<file path="src/i2cs_pkg.sv">
// Constants, state layout and register map of the two-wire bus status/data block
package i2cs_pkg;

  // ---------------------------------------------------------------
  // Register map (word index on the register port)
  // ---------------------------------------------------------------
  localparam int ADDR_W = 3;
  localparam logic [2:0] OFF_ADDR = 3'h0;
  localparam logic [2:0] OFF_CTRL = 3'h2;
  localparam logic [2:0] OFF_STATUS = 3'h3;
  localparam logic [2:0] OFF_DATA = 3'h4;
  localparam logic [2:0] OFF_CTRL2 = 3'h5;

  // ---------------------------------------------------------------
  // Field positions
  // ---------------------------------------------------------------
  localparam int CT_EN = 7;
  localparam int CT_IE = 6;
  localparam int CT_MS = 5;
  localparam int CT_TX = 4;
  localparam int CT_TXAK = 3;
  localparam int ST_AL = 4;
  localparam int ST_EVT = 1;
  localparam int C2_GENERAL_CALL_ENABLE = 7;
  localparam int C2_ADDRESS_LENGTH_SELECT = 6;

  // ---------------------------------------------------------------
  // Reset values and address codes
  // ---------------------------------------------------------------
  localparam logic [7:0] ADDR_RST = 8'h00;
  localparam logic [2:0] ADR_HI_RST = 3'h0;
  localparam logic TCF_RST = 1'b1;
  localparam logic [7:0] GC_ADDR = 8'h00;
  localparam logic [4:0] TEN_PREFIX = 5'h1E;
  localparam logic [3:0] ACK_BIT = 4'h8;
  localparam logic [3:0] LAST_DATA_BIT = 4'h7;

  // ---------------------------------------------------------------
  // Timing
  // ---------------------------------------------------------------
  localparam int CLK_PERIOD_NS = 10;
  localparam int SCL_HALF_NS = 5000;
  localparam int SCL_HALF_INT = (SCL_HALF_NS + CLK_PERIOD_NS - 1) / CLK_PERIOD_NS;
  localparam logic [9:0] SCL_HALF_CYC = SCL_HALF_INT[9:0];

  // ---------------------------------------------------------------
  // Master line sequencer and block state
  // ---------------------------------------------------------------
  typedef enum logic [2:0] {
    M_IDLE = 3'b000,
    M_START = 3'b001,
    M_HOLD = 3'b010,
    M_HIGH = 3'b011,
    M_STOP1 = 3'b100,
    M_STOP2 = 3'b101
  } i2cs_mst_t;

  typedef struct packed {
    logic scl_m;
    logic scl_s;
    logic scl_p;
    logic sda_m;
    logic sda_s;
    logic sda_p;
    logic [7:0] own_addr;
    logic en;
    logic ie;
    logic msel;
    logic msel_d;
    logic tx;
    logic txak;
    logic general_call_enable;
    logic address_length_select;
    logic [2:0] adr_hi;
    logic byte_done_flag;
    logic own_address_hit_flag;
    logic busy;
    logic al;
    logic slave_direction_flag;
    logic bus_event_flag;
    logic ack_received_level;
    logic [7:0] data_tx;
    logic [7:0] data_rx;
    logic [3:0] bitcnt;
    logic got_rise;
    logic xfer;
    logic addr_phase;
    logic ack_addr;
    logic hit_pend;
    logic ten_first;
    logic ten_done;
    logic slave_act;
    logic scl_hold;
    i2cs_mst_t mst;
    logic [9:0] cnt;
    logic [7:0] rdata;
    logic irq;
    logic sda_oe;
    logic scl_oe;
    logic line_lvl;
  } i2cs_state_t;

endpackage

</file>
<file path="src/i2cs_core.sv">
// Two-wire bus controller: status, data and second control register with byte engine
//
// The register offsets and the address-and-strobe port were decided locally.
`timescale 1ns/1ps

module i2cs_core
  import i2cs_pkg::*;
(
  // Clock and reset
  input wire logic mclk_i,
  input wire logic resetn_i,
  // Register port
  input wire logic [ADDR_W-1:0] addr_i,
  input wire logic [7:0] wdata_i,
  input wire logic wr_i,
  input wire logic rd_i,
  output logic [7:0] rdata_o,
  // Interrupt request
  output logic irq_o,
  // Bus lines, open drain
  input wire logic scl_i,
  output logic scl_o,
  output logic scl_oe_o,
  input wire logic sda_i,
  output logic sda_o,
  output logic sda_oe_o
);

  // ---------------------------------------------------------------
  // State
  // ---------------------------------------------------------------
  i2cs_state_t s_r;
  i2cs_state_t s_nxt;

  always_comb
  begin
    logic scl_rise;
    logic scl_fall;
    logic sda_rise;
    logic sda_fall;
    logic m7;
    logic mgc;
    logic m10a;
    logic m2nd;
    logic tx_dir;
    logic drv;
    logic mine;
    scl_rise = s_r.scl_s & ~s_r.scl_p;
    scl_fall = ~s_r.scl_s & s_r.scl_p;
    sda_rise = s_r.sda_s & ~s_r.sda_p;
    sda_fall = ~s_r.sda_s & s_r.sda_p;
    m7 = ~s_r.address_length_select && (s_r.data_rx[7:1] == s_r.own_addr[7:1]);
    mgc = s_r.general_call_enable && (s_r.data_rx == GC_ADDR);
    m10a = s_r.address_length_select && (s_r.data_rx[7:3] == TEN_PREFIX)
      && (s_r.data_rx[2:1] == s_r.adr_hi[1:0]);
    m2nd = s_r.data_rx == s_r.own_addr;
    tx_dir = s_r.addr_phase ? 1'b0 : s_r.tx;
    mine = s_r.msel | s_r.slave_act;
    drv = 1'b0;
    s_nxt = s_r;

    s_nxt.scl_m = scl_i;
    s_nxt.scl_s = s_r.scl_m;
    s_nxt.scl_p = s_r.scl_s;
    s_nxt.sda_m = sda_i;
    s_nxt.sda_s = s_r.sda_m;
    s_nxt.sda_p = s_r.sda_s;
    s_nxt.msel_d = s_r.msel;
    s_nxt.rdata = 8'h00;

    // ---------------------------------------------------------------
    // Register writes
    // ---------------------------------------------------------------
    if (wr_i)
    begin
      case (addr_i)
        OFF_ADDR: s_nxt.own_addr = wdata_i;
        OFF_CTRL:
        begin
          s_nxt.en = wdata_i[CT_EN];
          s_nxt.ie = wdata_i[CT_IE];
          s_nxt.msel = wdata_i[CT_MS];
          s_nxt.tx = wdata_i[CT_TX];
          s_nxt.txak = wdata_i[CT_TXAK];
          s_nxt.own_address_hit_flag = 1'b0;
        end
        OFF_STATUS:
        begin
          if (wdata_i[ST_EVT])
            s_nxt.bus_event_flag = 1'b0;
          if (wdata_i[ST_AL])
            s_nxt.al = 1'b0;
        end
        OFF_DATA:
        begin
          s_nxt.data_tx = wdata_i;
          if (s_r.tx && mine && !s_r.xfer)
          begin
            s_nxt.xfer = 1'b1;
            s_nxt.bitcnt = 4'h0;
            s_nxt.got_rise = 1'b0;
            s_nxt.byte_done_flag = 1'b0;
            s_nxt.scl_hold = 1'b0;
          end
        end
        OFF_CTRL2:
        begin
          s_nxt.general_call_enable = wdata_i[C2_GENERAL_CALL_ENABLE];
          s_nxt.address_length_select = wdata_i[C2_ADDRESS_LENGTH_SELECT];
          s_nxt.adr_hi = wdata_i[2:0];
        end
        default: ;
      endcase
    end

    // ---------------------------------------------------------------
    // Register reads, answer in the next cycle
    // ---------------------------------------------------------------
    if (rd_i)
    begin
      case (addr_i)
        OFF_ADDR: s_nxt.rdata = s_r.own_addr;
        OFF_CTRL: s_nxt.rdata = {s_r.en, s_r.ie, s_r.msel, s_r.tx, s_r.txak, 3'h0};
        OFF_STATUS: s_nxt.rdata = {s_r.byte_done_flag, s_r.own_address_hit_flag, s_r.busy, s_r.al, 1'b0,
          s_r.slave_direction_flag, s_r.bus_event_flag, s_r.ack_received_level};
        OFF_DATA:
        begin
          s_nxt.rdata = s_r.data_rx;
          if (!s_r.tx && mine && !s_r.xfer)
          begin
            s_nxt.xfer = 1'b1;
            s_nxt.bitcnt = 4'h0;
            s_nxt.got_rise = 1'b0;
            s_nxt.byte_done_flag = 1'b0;
            s_nxt.scl_hold = 1'b0;
          end
        end
        OFF_CTRL2: s_nxt.rdata = {s_r.general_call_enable, s_r.address_length_select, 3'h0, s_r.adr_hi};
        default: s_nxt.rdata = 8'h00;
      endcase
    end

    // ---------------------------------------------------------------
    // Bus conditions; hardware sets come last so they win over clears
    // ---------------------------------------------------------------
    if (s_r.scl_s && s_r.scl_p && sda_fall)
    begin
      s_nxt.busy = 1'b1;
      s_nxt.bitcnt = 4'h0;
      s_nxt.got_rise = 1'b0;
      s_nxt.ten_first = 1'b0;
      s_nxt.slave_act = 1'b0;
      s_nxt.scl_hold = 1'b0;
      if (!s_r.msel && s_r.en)
      begin
        s_nxt.addr_phase = 1'b1;
        s_nxt.xfer = 1'b1;
        s_nxt.byte_done_flag = 1'b0;
      end
    end
    else if (s_r.scl_s && s_r.scl_p && sda_rise)
    begin
      s_nxt.busy = 1'b0;
      s_nxt.xfer = 1'b0;
      s_nxt.addr_phase = 1'b0;
      s_nxt.slave_act = 1'b0;
      s_nxt.ten_first = 1'b0;
      s_nxt.ten_done = 1'b0;
      s_nxt.scl_hold = 1'b0;
    end
    else if (s_r.xfer && scl_rise)
    begin
      s_nxt.got_rise = 1'b1;
      if (s_r.bitcnt == ACK_BIT)
        s_nxt.ack_received_level = s_r.sda_s;
      else
      begin
        s_nxt.data_rx = {s_r.data_rx[6:0], s_r.sda_s};
        // Lost arbitration: we released SDA but another party holds it low
        if (s_r.msel && tx_dir && s_r.data_tx[3'h7 - s_r.bitcnt[2:0]] && !s_r.sda_s)
        begin
          s_nxt.al = 1'b1;
          s_nxt.bus_event_flag = 1'b1;
          s_nxt.msel = 1'b0;
          s_nxt.xfer = 1'b0;
          s_nxt.mst = M_IDLE;
        end
      end
    end
    else if (s_r.xfer && scl_fall && s_r.got_rise)
    begin
      s_nxt.got_rise = 1'b0;
      if (s_r.bitcnt == LAST_DATA_BIT && s_r.addr_phase)
      begin
        s_nxt.ack_addr = s_r.ten_first ? m2nd : (m7 | mgc | m10a);
        s_nxt.hit_pend = s_r.ten_first ? m2nd
          : (m7 | mgc | (m10a & s_r.ten_done & s_r.data_rx[0]));
        s_nxt.bitcnt = ACK_BIT;
      end
      else if (s_r.bitcnt == ACK_BIT)
      begin
        s_nxt.bitcnt = 4'h0;
        s_nxt.ack_addr = 1'b0;
        s_nxt.hit_pend = 1'b0;
        if (!s_r.addr_phase)
        begin
          s_nxt.xfer = 1'b0;
          s_nxt.byte_done_flag = 1'b1;
          s_nxt.bus_event_flag = 1'b1;
          s_nxt.scl_hold = s_r.slave_act;
        end
        else if (s_r.hit_pend)
        begin
          s_nxt.own_address_hit_flag = 1'b1;
          s_nxt.bus_event_flag = 1'b1;
          s_nxt.byte_done_flag = 1'b1;
          s_nxt.slave_direction_flag = s_r.ten_first ? 1'b0 : s_r.data_rx[0];
          s_nxt.slave_act = 1'b1;
          s_nxt.ten_done = s_r.ten_done | s_r.ten_first | s_r.address_length_select;
          s_nxt.ten_first = 1'b0;
          s_nxt.addr_phase = 1'b0;
          s_nxt.xfer = 1'b0;
          s_nxt.scl_hold = 1'b1;
        end
        else if (s_r.ack_addr && !s_r.ten_first)
          s_nxt.ten_first = 1'b1;
        else
        begin
          s_nxt.addr_phase = 1'b0;
          s_nxt.xfer = 1'b0;
        end
      end
      else
        s_nxt.bitcnt = s_r.bitcnt + 4'h1;
    end

    // ---------------------------------------------------------------
    // Master line sequencer; bit timing from a fixed half period
    // ---------------------------------------------------------------
    unique case (s_r.mst)
      M_IDLE:
      begin
        s_nxt.cnt = 10'h000;
        if (s_r.msel && !s_r.msel_d)
        begin
          if (s_r.busy)
          begin
            s_nxt.al = 1'b1;
            s_nxt.bus_event_flag = 1'b1;
            s_nxt.msel = 1'b0;
          end
          else
            s_nxt.mst = M_START;
        end
      end
      M_START, M_STOP1, M_STOP2, M_HIGH:
      begin
        s_nxt.cnt = s_r.cnt + 10'h001;
        if (s_r.cnt == SCL_HALF_CYC)
        begin
          s_nxt.cnt = 10'h000;
          s_nxt.mst = (s_r.mst == M_STOP1) ? M_STOP2
            : (s_r.mst == M_STOP2) ? M_IDLE : M_HOLD;
        end
      end
      M_HOLD:
      begin
        // The wait lets a finished byte drop xfer before the next pulse
        if (s_r.cnt != SCL_HALF_CYC)
          s_nxt.cnt = s_r.cnt + 10'h001;
        else if (s_r.xfer)
        begin
          s_nxt.cnt = 10'h000;
          s_nxt.mst = M_HIGH;
        end
        else if (!s_r.msel)
        begin
          s_nxt.cnt = 10'h000;
          s_nxt.mst = M_STOP1;
        end
      end
    endcase

    // ---------------------------------------------------------------
    // Line drive and interrupt
    // ---------------------------------------------------------------
    if (s_r.bitcnt < ACK_BIT)
      drv = tx_dir & ~s_r.data_tx[3'h7 - s_r.bitcnt[2:0]];
    else
      drv = s_r.addr_phase ? s_r.ack_addr : (~tx_dir & ~s_r.txak);
    s_nxt.sda_oe = s_r.en & ((s_r.xfer & drv) | (s_r.mst == M_START)
      | (s_r.mst == M_STOP1) | (s_r.mst == M_STOP2));
    // Slave holds SCL low until software services the byte
    s_nxt.scl_oe = s_r.en & (s_r.scl_hold | (s_r.mst == M_HOLD) | (s_r.mst == M_STOP1));
    s_nxt.irq = s_r.bus_event_flag & s_r.ie;
  end

  always_ff @(posedge mclk_i or negedge resetn_i)
  begin
    if (!resetn_i)
    begin
      s_r <= '0;
      s_r.own_addr <= ADDR_RST;
      s_r.adr_hi <= ADR_HI_RST;
      s_r.byte_done_flag <= TCF_RST;
      s_r.scl_m <= 1'b1;
      s_r.scl_s <= 1'b1;
      s_r.scl_p <= 1'b1;
      s_r.sda_m <= 1'b1;
      s_r.sda_s <= 1'b1;
      s_r.sda_p <= 1'b1;
    end
    else
      s_r <= s_nxt;
  end

  assign rdata_o = s_r.rdata;
  assign irq_o = s_r.irq;
  assign scl_o = s_r.line_lvl;
  assign scl_oe_o = s_r.scl_oe;
  assign sda_o = s_r.line_lvl;
  assign sda_oe_o = s_r.sda_oe;
endmodule // i2cs_core

</file>
<file path="config.mk">
export PLATFORM = sky130hd
export DESIGN_NAME = i2cs_core
export DESIGN_NICKNAME = d
export VERILOG_FILES = /design/src/i2cs_pkg.sv /design/src/i2cs_core.sv
export SDC_FILE = /design/constraint.sdc
export NUM_CORES = 1
export LEC_CHECK = 0
export ABC_AREA = 0
export BUFFER_PORTS_ARGS = -buffer_cell sky130_fd_sc_hd__buf_4
export CAP_MARGIN = 10
export CORE_AREA = 2 2 123 125
export DETAILED_ROUTE_END_ITERATION = 8
export DIE_AREA = 0 0 125 127
export HOLD_SLACK_MARGIN = 0.15
export PLACE_DENSITY = 0.48
export SLEW_MARGIN = 10
export SYNTH_ARGS = -nofsm -noshare
export SYNTH_HDL_FRONTEND = slang
export SYNTH_SLANG_ARGS = --single-unit
</file>
<file path="constraint.sdc">
create_clock -name mclk_i -period 2.9 [get_ports mclk_i]
set_input_delay 0.435 -clock mclk_i [delete_from_list [all_inputs] [get_ports mclk_i]]
set_output_delay 0.435 -clock mclk_i [all_outputs]
set_load 0.1 [all_outputs]
</file>
==> metrics.md, run 1 <==
| Metric | Value |
|---|---|
| PnR Total Power | a little under 4 mW |
| Num CTS Buffers | 9 |
| GRT overflow | 0 |
| Clock tree sinks | 85 |
| Detailed Route WL | approximately 10,000 um |
| Port Buffers | 27 |
| Comb power frac | 0.233 |
| Die height | 127 um |
| IO Pins | 30 |
| Tmin final | between 2000 and 2500 ps |
| Clock slew at reported path FFs | approximately 70 ps |
| All-Layer GR Usage | 0.134 |
| Layout cells sized above 1 | 0.229 |
| Critical Path Start Type | register |
| RSZ-0062 raised after global routing | no |
| Pwr Density | around 800 mW/mm^2 |
| Max-Cap Viols | 0 |
| Number of synthesis warnings | 0 |
| NetSw | ~1.4 mW |
| Vias in the first global route | 3,142 |
| Synthesis-to-layout area growth | 15.0% |
| Internal | 2.54 mW |
| Slowest-stage cell, CP | a31oi_1 |
| WP buf/inv | 1 |
| Routed WL per cell | 17.0 um |
| First-pass DRT Iterations | 4 |
| Number of synthesized flops with an enable pin | 0 |
| Initial core utilization | 0.298 |
| Layout Skew | 9.70 ps |
| Seq cells post-synth | between 80 and 90 |
| Seq pwr share | 0.460 |
| Die ar. | 0.0159 sq mm |
| Maximum fanout along the worst path | 11 |
| Final hold slack | a little over 200 ps |
| H-tree depth | 3 |
| FFs w/ async S/R, synth | 1.00 |
| Initial DRC count | 190 |
| Critical Path Max Stage Delay | roughly 520 ps |
| Post-route DRC violation count | 0 |
| Cell family with most CP delay | simple AND/OR/NAND/NOR gates |
| N_diodes | 0 |
| Layout Nets | between 400 and 500 |
| Filler Cells Inserted | about 1,500 |
| P_leak | approximately 2.1 nW |
| Cells after synthesis | around 400 |
| Initial antenna violation count | 0 |
| Status | finished, final reports clean |
| HPWL after detailed placement | between 7000 and 8000 um |
| Final hold viol count | 0 |
| Main synth FF type | dfrtp_1 |
| Core Area | roughly 0.014 sq mm |
| Least-Margin Pin Slew | a little under 700 ps |
| CP Cell Sequence | inv_1 > ha_1 > nor4bb_1 > and4_1 > o21ai_0 > a31oi_1 > nor3_1 |
| Critical Path RT | ~3100 ps |
| First-pass GRT wire length | approximately 17,000 um |
| Root buffer cell | clkbuf_16 |
| Distinct cells, synth | 61 |
| Rows | 44 |
| Setup violators final | 0 |
| Routed Antenna Nets | 0 |
| Postcts setup bufs | 0 |
| Area of the mapped netlist | about 0.0043 sq mm |
| Largest net degree at the start of global routing | just under 50 |
| Register area share after synthesis | 0.497 |
| Vias per std cell | a little over 5 |
| Vias post-DR | just over 3,000 |
| Worst skew pair latency | around 340 ps |
| Crit Path Class | reg2reg |
| Total negative slack | 0 ps |
| Period Utilization, post-route | 0.781 |
| Final Util | 0.343 |
| Gp weighted congestion | about 0.83 |
| Arrival @ worst endpoint | about 2500 ps |
| Final Max Tran Viols | 0 |
| Worst vdd ir | around 0.00027 V |
| CTS tree | built |
| FMAX | 0.441 GHz |
| CP Capture Type | register |
| Max-slew headroom | 0.537 |
| Sw Ratio | 0.355 |
| Syn Area/Cell | 10.7 sq um |
| Clock share of power | 0.307 |
| Clock buffer depth | 2 |
| Width of the die | 125 um |
| Worst Hold Class | in2reg |
-- routing by layer --
metal | vias to the layer above | routed length [um] | share of wire | GRT usage
met5 | - | 0 | 0 | 0
met4 | 0 | 82 | 0.0080 | 0.0386
met3 | 6 | 360 | 0.035 | 0.0264
met2 | 65 | 4620 | 0.45 | 0.206
met1 | 1565 | 5240 | 0.51 | 0.194
li1 | 1470 | - | - | -
-- power by group through the flow --
stage	logic, mW	clock network (mW)	registers [mW]
finish	0.918	1.21	1.81
global route	1.01	1.28	1.86
CTS	0.928	1.24	1.81
detailed placement	0.924	0	1.83
global placement	0.910	0	1.82
floorplan	0.751	0	1.71
-- final timing paths --
| path | depth (start not counted) | end | start | slack [ps] |
|---|---|---|---|---|
| max reg2reg | 7 | s_r[14]$_DFFE_PN0P_ | s_r[12]$_DFFE_PN0P_ | 630 |
| min | 1 | s_nxt[84]$_DFF_PN1_ | scl_i | 210 |
| min in group asynchronous | 2 | s_r[18]$_DFFE_PN0P_ | resetn_i | 650 |
| max | 7 | s_r[14]$_DFFE_PN0P_ | s_r[12]$_DFFE_PN0P_ | 630 |
| max in group asynchronous | 3 | s_r[66]$_DFFE_PN0P_ | resetn_i | 1600 |
| min reg2reg | 0 | s_nxt[83]$_DFF_PN1_ | s_nxt[84]$_DFF_PN1_ | 360 |
-- cell type report --
class | instances | area, sq um | area share
Sequential cell | 85 | 2140 | 0.432
Multi-Input combinational cell | 280 | 1980 | 0.401
Timing Repair Buffer | 32 | 255 | 0.0516
Tap cell | 184 | 230 | 0.0465
Clock buffer | 9 | 225 | 0.0455
Clock inverter | 7 | 81.3 | 0.0164
Inverter | 10 | 37.5 | 0.00759
-- cells in the mapped netlist, types with 2 or more instances --
cell type,n,share of area
and4b_1,2,0.0047
buf_2,5,0.0058
inv_1,10,0.0087
xor2_1,11,0.022
and3_1,4,0.0058
o22a_1,3,0.0061
buf_4,11,0.019
ha_1,4,0.012
nor4_1,3,0.0044
nand3b_1,4,0.0070
nand2_1,27,0.024
nor3_1,12,0.014
xnor2_1,6,0.012
a22oi_1,6,0.010
clkbuf_1,10,0.0087
o21ai_0,9,0.010
a221oi_1,3,0.0061
nand4_1,3,0.0044
o211ai_1,2,0.0035
and2_1,3,0.0044
a211oi_1,4,0.0070
a31oi_1,3,0.0044
nor3b_1,4,0.0070
nor4bb_1,2,0.0047
nor2b_1,4,0.0058
nor2_1,39,0.034
dfstp_2,7,0.043
o21a_1,3,0.0052
nand3_1,13,0.015
or3_1,2,0.0029
a22o_1,2,0.0041
a21oi_1,21,0.024
mux4_2,2,0.010
mux2i_1,10,0.023
and4_1,2,0.0041
mux2_2,35,0.092
nand4b_1,4,0.0081
nand2b_1,4,0.0058
dfrtp_1,78,0.45
o22ai_1,3,0.0044
-- sequential cells by signal (all words and copies together), names as in the netlist --
register / count
s_nxt: 5
s_r: 69
scl_oe_o: 1
irq_o: 1
rdata_o: 8
sda_oe_o: 1
-- worst reg2reg max path: cells and delay by family (launching register included) --
| kind | cells | cell delay [ps] |
|---|---|---|
| DFF | 1 | 420 |
| buffers and inverters | 1 | 80 |
| AOI/OAI and AO/OA | 2 | 680 |
| adders and majority gates | 1 | 130 |
| and+or+nand+nor | 3 | 830 |
-- cells in the final DEF, fill, tap and decap left out, drive strengths merged, types with 6 or more instances in the layout --
| master | netlist | final |
|---|---|---|
| dfrtp | 78 | 78 |
| xor2 | 11 | 11 |
| buf | 17 | 31 |
| xnor2 | 6 | 6 |
| a22oi | 6 | 6 |
| dfstp | 7 | 7 |
| nor3 | 12 | 12 |
| inv | 10 | 13 |
| nand3 | 13 | 13 |
| nand2 | 27 | 27 |
| a21oi | 21 | 21 |
| mux2i | 10 | 10 |
| clkbuf | 10 | 9 |
| mux2 | 35 | 35 |
| o21ai | 9 | 9 |
| nor2 | 40 | 40 |
-- repair_timing --
action | CTS | global route
gates resized for setup | 0 | 0
endpoints found under the hold margin | 40 | 0
hold buffers | 1 | 0
-- per-stage QoR --
stage	area (sq um)	setup WS, ps	instances
finish	4950	635	607
global route	4950	542	607
CTS	4950	635	607
detailed placement	4630	655	590
global placement	4630	768	590
floorplan	4310	1010	402
-- cells by family after synthesis --
logic type | count (synthesis) | share of synthesized area
other | 1 | 0.000872
AOI/OAI and AO/OA | 71 | 0.112
buffers and inverters | 37 | 0.0433
xor gates and xnor gates | 17 | 0.0346
and+or+nand+nor | 139 | 0.176
adders and majority gates | 4 | 0.0116
muxes | 47 | 0.125
DFF | 85 | 0.497
Note: power is estimated with default switching activity, not from simulation.
==> inputs of run 2 (changes only) <==
==> constraint.sdc (replaced) <==
create_clock -name mclk_i -period 2.15 [get_ports mclk_i]
set_input_delay 0.3225 -clock mclk_i [delete_from_list [all_inputs] [get_ports mclk_i]]
set_output_delay 0.3225 -clock mclk_i [all_outputs]
set_load 0.1 [all_outputs]
==> metrics.md, run 2 (same netlist as run 1, synthesis figures left out) <==
| Metric | Value |
|---|---|
| Status | finished, final reports clean (unchanged) |
| Largest net degree at the start of global routing | 56 (was 49) |
| Max-Cap Viols | 0 (unchanged) |
| Final Max Tran Viols | 0 (unchanged) |
| Port Buffers | 27 (unchanged) |
| Critical Path Start Type | register (unchanged) |
| Flop2flop setup slack | 210 ps (was 630 ps) |
| First-pass GRT wire length | 16,900 um (was 17,200 um) |
| Initial antenna violation count | 0 (unchanged) |
| Total negative slack | 0 ps (unchanged) |
| First-pass DRT Iterations | 4 (unchanged) |
| FMAX | 0.516 GHz (was 0.441 GHz) |
| Gp weighted congestion | 0.836 (was 0.825) |
| Rows | 44 (unchanged) |
| Vias post-DR | 3,056 (was 3,106) |
| Num CTS Buffers | 9 (unchanged) |
| Critical Path Start | s_r[43]$_DFFE_PN0P_ (was s_r[12]$_DFFE_PN0P_) |
| Commonest cells after routing, fill and taps aside | dfrtp_1 (78), nor2_1 (39), mux2_2 (35), buf_4 (34), nand2_1 (27) (was dfrtp_1 (78), nor2_1 (39), mux2_2 (35), buf_4 (30), nand2_1 (27)) |
| RSZ-0062 raised after global routing | no (unchanged) |
| Final hold viol count | 0 (unchanged) |
| FF-to-FF Start | s_r[43]$_DFFE_PN0P_ (was s_r[12]$_DFFE_PN0P_) |
| CP Cell Sequence | xor2_1 > nor4_1 > nand4_1 > o22ai_1 > a32o_1 (was inv_1 > ha_1 > nor4bb_1 > and4_1 > o21ai_0 > a31oi_1 > nor3_1) |
| H-tree depth | 3 (unchanged) |
| Slowest-stage cell, CP | nor4_1 (was a31oi_1) |
| Worst skew pair latency | 350 ps (was 340 ps) |
| Setup violators final | 0 (unchanged) |
| Layout cells sized above 1 | 0.235 (was 0.229) |
| Clock slew at reported path FFs | 60 ps (was 70 ps) |
| Postcts setup bufs | 0 (unchanged) |
| Crit Path Class | reg2reg (unchanged) |
| Routed Antenna Nets | 0 (unchanged) |
| CTS tree | built (unchanged) |
| Vias in the first global route | 2,978 (was 3,142) |
| Arrival @ worst endpoint | 2230 ps (was 2470 ps) |
| Worst vdd ir | 0.000384 V (was 0.000266 V) |
| GRT overflow | 0 (unchanged) |
| Pwr Density | 1060 mW/mm^2 (was 796 mW/mm^2) |
| Max reg flops | 69 (unchanged) |
| Final Util | 0.346 (was 0.343) |
| WP buf/inv | 0 (was 1) |
| Final hold slack | 233 ps (was 208 ps) |
| Hold path startpoint | wdata_i[2] (was scl_i) |
| Leading cell type in the layout, fill and taps excluded | dfrtp_1 (unchanged) |
| Post-route DRC violation count | 0 (unchanged) |
| Reg with most FFs | s_r (unchanged) |
| Synthesis-to-layout area growth | 16.1% (was 15.0%) |
| Worst Hold Class | in2reg (unchanged) |
| Routed WL per cell | 16.7 um (was 17.0 um) |
| Max-slew headroom | 0.560 (was 0.537) |
| Width of the die | 125 um (unchanged) |
| Clock tree sinks | 85 (unchanged) |
| Die height | 127 um (unchanged) |
| Period Utilization, post-route | 0.901 (was 0.781) |
| IO Pins | 30 (unchanged) |
| Dpl ws | 195 ps (was 655 ps) |
| Core Area | 0.0144 sq mm (unchanged) |
| Least-Margin Pin Slew | 658 ps (was 691 ps) |
| Maximum fanout along the worst path | 6 (was 11) |
| CP Capture Type | register (unchanged) |
| Die ar. | 0.0159 sq mm (unchanged) |
| Vias per std cell | 4.99 (was 5.12) |
| Initial DRC count | 204 (was 190) |
| Layout Nets | 445 (was 439) |
| Fin worst setup slack | 213 ps (was 635 ps) |
| Root buffer cell | clkbuf_16 (unchanged) |
| Initial core utilization | 0.298 (unchanged) |
| Detailed Route WL | 10,200 um (was 10,300 um) |
| HPWL after detailed placement | 7490 um (was 7390 um) |
| Critical Path RT | 2440 ps (was 3100 ps) |
| P_leak | 2.10 nW (was 2.08 nW) |
| Cell family with most CP delay | simple AND/OR/NAND/NOR gates (unchanged) |
| Tmin final | 1940 ps (was 2270 ps) |
| Layout Skew | 8.33 ps (was 9.70 ps) |
| Filler Cells Inserted | 1,472 (was 1,454) |
| Clock buffer depth | 2 (unchanged) |
| N_diodes | 0 (unchanged) |
| Critical Path Max Stage Delay | 500 ps (was 520 ps) |
| All-Layer GR Usage | 0.137 (was 0.134) |
[run 2: changes by cell type in the layout (fill, tap and decap cells not counted), sizes merged]
cell | before | now
clkbuf | 9 | 11
dlygate4sd3 | 1 | 3
clkinv | 3 | 1
inv | 13 | 11
buf | 31 | 35
clkinvlp | 0 | 2
[run 2: path summary, 6_finish.rpt]
path                                       endpoint  cells after the start
worst max-delay path            s_r[29]$_DFFE_PN0P_                      5
worst min-delay path            s_r[74]$_DFFE_PN0P_                      2
worst max register to register  s_r[29]$_DFFE_PN0P_                      5
worst min register to register  s_nxt[83]$_DFF_PN1_                      0
max in group asynchronous         s_r[60]$_DFF_PN1_                      3
min in group asynchronous       s_r[19]$_DFFE_PN0P_                      2
[run 2: cell type report]
cell class	count	area, sq um	share of cell area
clock buffers	11	243	0.0486
clock inverters	5	58.8	0.0118
inverters	10	37.5	0.00752
multi-input cells	280	1980	0.397
flip-flops and latches	85	2140	0.428
well taps	184	230	0.0461
repair buffers	38	305	0.0611
[run 2: where the power goes]
part           switching, mW  internal (mW)
Clock                  0.648          0.934
Combinational          0.709          0.606
Sequential             0.450           1.94
Total                   1.81           3.48
[run 2: metal layers]
metal  wire, um  GRT usage  share of wire
met2       4430      0.197           0.43
met3        325     0.0352          0.032
met4        127     0.0451          0.012
met5          0          0              0
met1       5330      0.202           0.52
[run 2: through the flow]
stage / total power [mW] / cell area (sq um) / instances
2_1_floorplan: 3.32 / 4310 / 402
3_3_place_gp: 3.73 / 4660 / 594
3_5_place_dp: 3.74 / 4660 / 594
4_1_cts: 5.36 / 4990 / 613
5_1_grt: 5.62 / 4990 / 613
6_report: 5.28 / 4990 / 613
[run 2: timing repair]
| action | CTS | global route |
|---|---|---|
| hold endpoints to repair | 26 | 0 |
| hold buffers | 3 | 0 |
| resized for setup | 0 | 1 |
| setup endpoints to repair | 0 | 2 |
